==> config.mk <==
export PLATFORM = sky130hd
export DESIGN_NAME = ctpg_top
export DESIGN_NICKNAME = d
export VERILOG_FILES = /design/src/ctpg_top.v
export VERILOG_INCLUDE_DIRS = /design/src
export SDC_FILE = /design/constraint.sdc
export NUM_CORES = 1
export LEC_CHECK = 0
export BUFFER_PORTS_ARGS = -buffer_cell sky130_fd_sc_hd__buf_2
export CORE_UTILIZATION = 45
export CTS_BUF_LIST = sky130_fd_sc_hd__clkbuf_8
export DETAILED_ROUTE_END_ITERATION = 16
export GPL_TIMING_DRIVEN = 0
export PLACE_DENSITY = 0.7
export SYNTH_ARGS = -nofsm -noshare
export SYNTH_HDL_FRONTEND = slang
export SYNTH_SLANG_ARGS = --single-unit
export TNS_END_PERCENT = 30
==> constraint.sdc <==
create_clock -name CLK_SYS_I -period 4.22 [get_ports CLK_SYS_I]
set_input_delay 0.844 -clock CLK_SYS_I [delete_from_list [all_inputs] [get_ports CLK_SYS_I]]
set_output_delay 0.844 -clock CLK_SYS_I [all_outputs]
set_load 0.01 [all_outputs]
==> src/ctpg_regs.vh <==
`ifndef CTPG_REGS_VH
`define CTPG_REGS_VH
// Pattern selection codes
`define CTPG_SEL_NONE 3'h0
`define CTPG_SEL_FIRST 3'h1
`define CTPG_SEL_MOV8 3'h2
`define CTPG_SEL_MOV12 3'h3
`define CTPG_SEL_FEAT8 3'h4
`define CTPG_SEL_FEAT12 3'h5
`define CTPG_SEL_COLOR 3'h6
// Widths, reset values, masks, buffer counts and flag levels
`define CTPG_SEL_W 3
`define CTPG_CNT_RST 12'h000
`define CTPG_POS_RST 12'h000
`define CTPG_PIX_RST 12'h000
`define CTPG_MASK8 12'h00FF
`define CTPG_MASK10 12'h03FF
`define CTPG_ONE 12'h001
`define CTPG_BUF_EMPTY 2'h0
`define CTPG_BUF_ONE 2'h1
`define CTPG_BUF_FULL 2'h2
`define CTPG_FLAG_SET 1'h1
`define CTPG_FLAG_CLR 1'h0
`endif

==> src/ctpg_top.v <==
`timescale 1ns/1ps
`include "ctpg_regs.vh"
// Operation
// - Selector: off or six internal patterns
// - Analog settings ignored while pattern active
// - Patterns 1,2,3,6 bypass digital processing
// - Patterns 4,5 pass through digital processing
// - Pattern 1: column plus row mod 256
// - Frame counter increments per acquisition start
// - Pattern 2: column+row+counter mod 256
// - Pattern 3: column+row+counter mod 4096
// - Moving patterns shift one pixel per frame
// - Pattern 4: pattern 2 via processing
// - Pattern 5: pattern 3 via processing
// - Pattern 6: moving colour gradient, colour only
// - Ten-bit variant: patterns 3,5 are 10-bit
module ctpg_top #(
    parameter PIX_W = 12,
    parameter IS_COLOR = 1,
    parameter TEN_BIT = 0
)(
    input wire CLK_SYS_I,
    input wire RST_N_I,
    input wire [2:0] PATTERN_CHOICE_I,
    input wire FRAME_START_I,
    input wire [PIX_W-1:0] COL_I,
    input wire [PIX_W-1:0] ROW_I,
    input wire SENSOR_VALID_I,
    input wire [PIX_W-1:0] SENSOR_RAW_I,
    input wire [PIX_W-1:0] SENSOR_ANALOG_I,
    input wire [PIX_W-1:0] DIGITAL_PROC_I,
    output wire SENSOR_READY_O,
    output reg [PIX_W-1:0] PROC_IN_O,
    output reg USE_ANALOG_O,
    output reg USE_DIGITAL_O,
    output wire PIX_VALID_O,
    output wire [PIX_W-1:0] PIX_DATA_O,
    input wire PIX_READY_I
);
    reg [2:0] sel_reg;
    reg [PIX_W-1:0] frame_cnt_reg;
    reg [PIX_W-1:0] gen_pix;
    reg [PIX_W-1:0] out_pix;
    reg [PIX_W-1:0] buf0_reg;
    reg [PIX_W-1:0] buf1_reg;
    reg [1:0] cnt_reg;
    wire pat_on;
    wire bypass;
    wire push;
    wire pop;
    wire [PIX_W-1:0] mask12;
    wire take;
    reg stage_valid_reg;
    reg stage_byp_reg;

    // Width mask for the wide moving patterns
    assign mask12 = TEN_BIT ? `CTPG_MASK10 : {PIX_W{1'b1}};

    // Diagonal sum with optional offset; shared by all gradients
    function [PIX_W-1:0] diag;
        input [PIX_W-1:0] c;
        input [PIX_W-1:0] r;
        input [PIX_W-1:0] off;
        input [PIX_W-1:0] m;
        begin
            diag = (c + r + off) & m;
        end
    endfunction

    // Selection sampled only at frame start so a frame is never mixed
    always @(posedge CLK_SYS_I)
    begin
        if (!RST_N_I)
            sel_reg <= `CTPG_SEL_NONE;
        else if (FRAME_START_I)
        begin
            if (PATTERN_CHOICE_I == `CTPG_SEL_COLOR && IS_COLOR == 0)
                sel_reg <= `CTPG_SEL_NONE;
            else if (PATTERN_CHOICE_I > `CTPG_SEL_COLOR)
                sel_reg <= `CTPG_SEL_NONE;
            else
                sel_reg <= PATTERN_CHOICE_I;
        end
    end

    // Frame counter; full-width wrap covers every pattern modulus
    always @(posedge CLK_SYS_I)
    begin
        if (!RST_N_I)
            frame_cnt_reg <= `CTPG_CNT_RST;
        else if (FRAME_START_I)
            frame_cnt_reg <= frame_cnt_reg + `CTPG_ONE;
    end

    // Mode decode; the feature patterns keep the digital chain in the path
    assign pat_on = (sel_reg != `CTPG_SEL_NONE);
    assign bypass = pat_on && (sel_reg != `CTPG_SEL_FEAT8) && (sel_reg != `CTPG_SEL_FEAT12);

    // Pattern generator for the pixel presented this cycle
    // Unused codes give zero, but those never reach the output path
    always @*
    begin
        gen_pix = `CTPG_PIX_RST;
        case (sel_reg)
            `CTPG_SEL_FIRST:
                gen_pix = diag(COL_I, ROW_I, `CTPG_PIX_RST, `CTPG_MASK8);
            `CTPG_SEL_MOV8, `CTPG_SEL_FEAT8:
                gen_pix = diag(COL_I, ROW_I, frame_cnt_reg, `CTPG_MASK8);
            `CTPG_SEL_MOV12, `CTPG_SEL_FEAT12:
                gen_pix = diag(COL_I, ROW_I, frame_cnt_reg, mask12);
            `CTPG_SEL_COLOR:
                gen_pix = diag(COL_I, ROW_I, frame_cnt_reg, `CTPG_MASK8);
            default:
                gen_pix = `CTPG_PIX_RST;
        endcase
    end

    // Path steering: analog chain off with any pattern, digital off for bypass ones
    always @(posedge CLK_SYS_I)
    begin
        if (!RST_N_I)
        begin
            USE_ANALOG_O <= `CTPG_FLAG_SET;
            USE_DIGITAL_O <= `CTPG_FLAG_SET;
        end
        else
        begin
            USE_ANALOG_O <= !pat_on;
            USE_DIGITAL_O <= !bypass;
        end
    end

    // Processing input loads only on a taken pixel and then holds, so the
    // external chain answer still belongs to the staged word during a stall
    always @(posedge CLK_SYS_I)
    begin
        if (!RST_N_I)
            PROC_IN_O <= `CTPG_PIX_RST;
        else if (take)
            PROC_IN_O <= pat_on ? gen_pix : SENSOR_ANALOG_I;
    end

    // Stage slot: the chain answers one cycle after the load, so every word
    // waits here a cycle; costs latency but keeps every data output registered
    always @(posedge CLK_SYS_I)
    begin
        if (!RST_N_I)
        begin
            stage_valid_reg <= `CTPG_FLAG_CLR;
            stage_byp_reg <= `CTPG_FLAG_CLR;
        end
        else if (take)
        begin
            stage_valid_reg <= `CTPG_FLAG_SET;
            stage_byp_reg <= bypass;
        end
        else if (push)
            stage_valid_reg <= `CTPG_FLAG_CLR;
    end

    // Output select: bypass words keep the raw generator value held in the
    // processing input, all others take the chain's answer for that same word
    always @*
    begin
        if (stage_byp_reg)
            out_pix = PROC_IN_O;
        else
            out_pix = DIGITAL_PROC_I;
    end

    // Two-entry buffer behind the stage; a receiver stall back-pressures the source
    // Ready stays high while the staged word can move on in the same cycle
    assign take = SENSOR_VALID_I && SENSOR_READY_O;
    assign push = stage_valid_reg && (cnt_reg != `CTPG_BUF_FULL);
    assign pop = PIX_VALID_O && PIX_READY_I;
    assign SENSOR_READY_O = !stage_valid_reg || push;
    assign PIX_VALID_O = (cnt_reg != `CTPG_BUF_EMPTY);
    assign PIX_DATA_O = buf0_reg;

    // Buffer storage; the head word stays put while the receiver stalls
    always @(posedge CLK_SYS_I)
    begin
        if (!RST_N_I)
        begin
            cnt_reg <= `CTPG_BUF_EMPTY;
            buf0_reg <= `CTPG_PIX_RST;
            buf1_reg <= `CTPG_PIX_RST;
        end
        else
        begin
            case ({push, pop})
                2'b10:
                begin
                    if (cnt_reg == `CTPG_BUF_EMPTY)
                        buf0_reg <= out_pix;
                    else
                        buf1_reg <= out_pix;
                    cnt_reg <= cnt_reg + `CTPG_BUF_ONE;
                end
                2'b01:
                begin
                    buf0_reg <= buf1_reg;
                    cnt_reg <= cnt_reg - `CTPG_BUF_ONE;
                end
                2'b11:
                begin
                    if (cnt_reg == `CTPG_BUF_ONE)
                        buf0_reg <= out_pix;
                    else
                    begin
                        buf0_reg <= buf1_reg;
                        buf1_reg <= out_pix;
                    end
                end
                default:
                    cnt_reg <= cnt_reg;
            endcase
        end
    end
endmodule

==> out/metrics.cfg <==
[route]
drtIter0Drc = 147
viasPerCell = 5.39
vias = 3339
drtAntennaViolNets = 0
avgRoutedWirePerCell_um = 14.0
drt_wl_total_um = 8650
dr.pass1.iters = 4
drc_errors = 0

[cells_and_area]
seqCellArea_um2 = 1140
multi_input_area_um2 = 2240
nNetsFinal = 614
syn_to_final_growth_pct = 21.0
drive_gt1_share_pct = 21.9
n_antenna_cell = 0
fin_util_pct = 57.5
stdcell_count = 619
fin_area_um2 = 4260
fill_cells = 740

[sta]
timing.fmax_mhz = 266
worst_slack_ns = 0.454
timing.hold.ws_ns = 0.487
fin_worst_skew_ns = 0.0109
drv_slew = 0
relSlewSlack_pct = 56.4
hold_violations = 0
setup_viol = 0
rsz0062_at_grt = no
fin_crit_sh_pct = 89.2
tns_ns = 0
period_minus_slack_ns = 3.77
worst_pin_slew_ns = 0.654

[logic_synthesis]
yosys.area.top_type_share_pct = 32.4
ys_top_cells_by_area = dfxtp_1 32%, ha_1 10%, nor2_1 6.1%, xnor2_1 4.5%, xor2_1 4.2%
synthCells = 422
synth.avg_cell_area_um2 = 8.33
synth_warnings = 0
yosys.area.top_type = dfxtp_1
synth_edf_count = 0
synth_seq_cells = 57
syn-cell-area_um2 = 3520
async_reset_ff_share_pct = 0
synth.distinct_cells = 42
synth_ff_type = dfxtp_1
synth_fp_nets = 521
ys_seq_area_share_pct = 32.4

[placement]
dpl_cell_area_um2 = 4050
place_inst = 603
dp_worst_setup_slack_ns = 0.133
place.gp.congestion = 0.861
io_buffer_count = 82
dp_hpwl_um = 6840

[cts]
cts_buffers = 9
cts_resized = 0
insertion_delay_ns = 0.35
cts_hold_buf = 0
clock-sinks = 57
cts_tree = built
cts_max_path_buffers = 2
cts_setup_buffers = 0
ctsRootBufferMaster = clkbuf_8
htreeDepth = 3
clkTransAtPathRegs_ns = 0.07

[die]
num_rows = 31
initial_core_util_pct = 47.5
die_height_um = 90.4
dieArea_um2 = 8170
ioPinCount = 96
fp.coreArea_um2 = 7410
die_w_um = 90.4

[worst_setup_path]
r2r_cells = 11
crit_family = compound AO/OA/AOI/OAI gates
crit_path_end_kind = flip-flop
worst-path-buf-inv = 1
required_ns = 4.43
cp_max_fo = 4
critPathMaxStageDelay_ns = 0.42
cp-start-kind = input pin
path_cells = buf_2, ha_1, fa_1, a21o_1, a21oi_2, o21bai_1, a21oi_1, xnor2_1, ha_1, a211oi_1, o211ai_1, a41oi_1, o21bai_1, a21oi_1, xnor2_1, o22ai_1
crit_cells = 16
slowest_stage = fa_1
path_class = in2reg
arrival_ns = 3.98

[pwr]
clkPwrFrac_pct = 27.5
p_comb_share_pct = 37.0
power.total_mw = 1.91
swShare_pct = 36.3
p_leak_nw = 1.89
p_sw_mw = 0.694
p_int_mw = 1.22
seq_power_share_pct = 35.5
power_density_nw_per_um2 = 449
ir_worst_vdd_uv = 177

[job]
cap_violations = 0

[global_route]
grt_usage_pct = 22.6
first_global_vias = 3331
grt_max_degree = 12
grt-ovfl-total = 0
antenna_found_initial = 0
grt_pass1_wl_um = 14900

[min_path]
worst_hold_path_type = reg2reg
hold_path_depth = 2

[outcome]
run_status = finished clean

cell usage after synthesis, drive strengths merged (2+ instances only):
library cell  instances
or3                   3
o21a                  2
nand3                 9
nand2b                3
xor2                 17
ha                   29
fa                    2
nor2                 57
nand2                31
nor3                 17
dfxtp                57
nor2b                 5
o211ai                3
a21oi                31
a221oi               16
o21bai                4
and3                  5
a21o                  3
o22ai                 4
inv                  16
clkbuf               18
mux2i                14
a211oi                7
xnor2                18
o21ai                25
mux2                 12
power by group through the flow:
stage	Combinational [mW]	Clock (mW)	Sequential, mW
6_report	0.706	0.525	0.678
5_1_grt	0.794	0.557	0.688
4_1_cts	0.706	0.536	0.678
3_5_place_dp	0.699	0	0.689
3_3_place_gp	0.684	0	0.685
2_1_floorplan	0.476	0	0.707
worst reg2reg max path: stages (launching register included):
cell,delay [ns]
dfxtp_1,0.36
inv_1,0.08
ha_1,0.23
inv_1,0.10
nand2_1,0.11
inv_1,0.13
ha_1,0.23
o21ai_0,0.12
a21oi_1,0.30
buf_2,0.37
mux2i_1,0.26
nor2_1,0.06
cells by family after synthesis:
logic type / after synthesis / share of synthesized area (%)
AO/OA/AOI/OAI: 103 / 19.0
XOR/XNOR: 35 / 8.72
flip-flops: 57 / 32.4
multiplexers: 26 / 7.83
adder cells (fa/ha/maj): 31 / 11.5
buffers and inverters: 36 / 3.88
AND/OR/NAND/NOR: 134 / 16.7
routing by layer:
layer	vias up	GRT usage, %	share of wire (%)	routed length, µm
li1	1691	-	-	-
met1	1531	26.2	45	3900
met2	96	39.9	48	4150
met3	21	2.95	3.9	336
met4	0	12.5	3.1	270
met5	-	0	0	0
cell type report:
type / instances / share of cell area [%]
Clock buffer: 10 / 3.23
Timing Repair Buffer: 82 / 9.64
Clock inverter: 6 / 1.59
Buffer: 19 / 1.70
Inverter: 17 / 1.50
Tap cell: 99 / 2.91
Sequential cell: 57 / 26.8
Multi-Input combinational cell: 329 / 52.6
placed cells by master, fill, tap and decap left out, drive strengths merged, types with 9 or more instances in the layout:
master   n
dfxtp   57
xor2    17
buf     83
clkbuf  28
xnor2   18
o21ai   25
mux2    12
nor3    17
mux2i   14
a21oi   31
nand2   31
ha      29
nor2    57
nand3    9
a221oi  16
inv     16
worst paths after layout:
path	start	endpoint	slack, ns
setup / recovery	COL_I[0]	PROC_IN_O[11]	0.45
hold / removal	PROC_IN_O[3]	PROC_IN_O[3]	0.49
setup reg to reg	cnt_reg[0]	buf1_reg[7]	1.76
hold reg to reg	PROC_IN_O[3]	PROC_IN_O[3]	0.49
No activity file was read; power rests on OpenSTA's default activity.
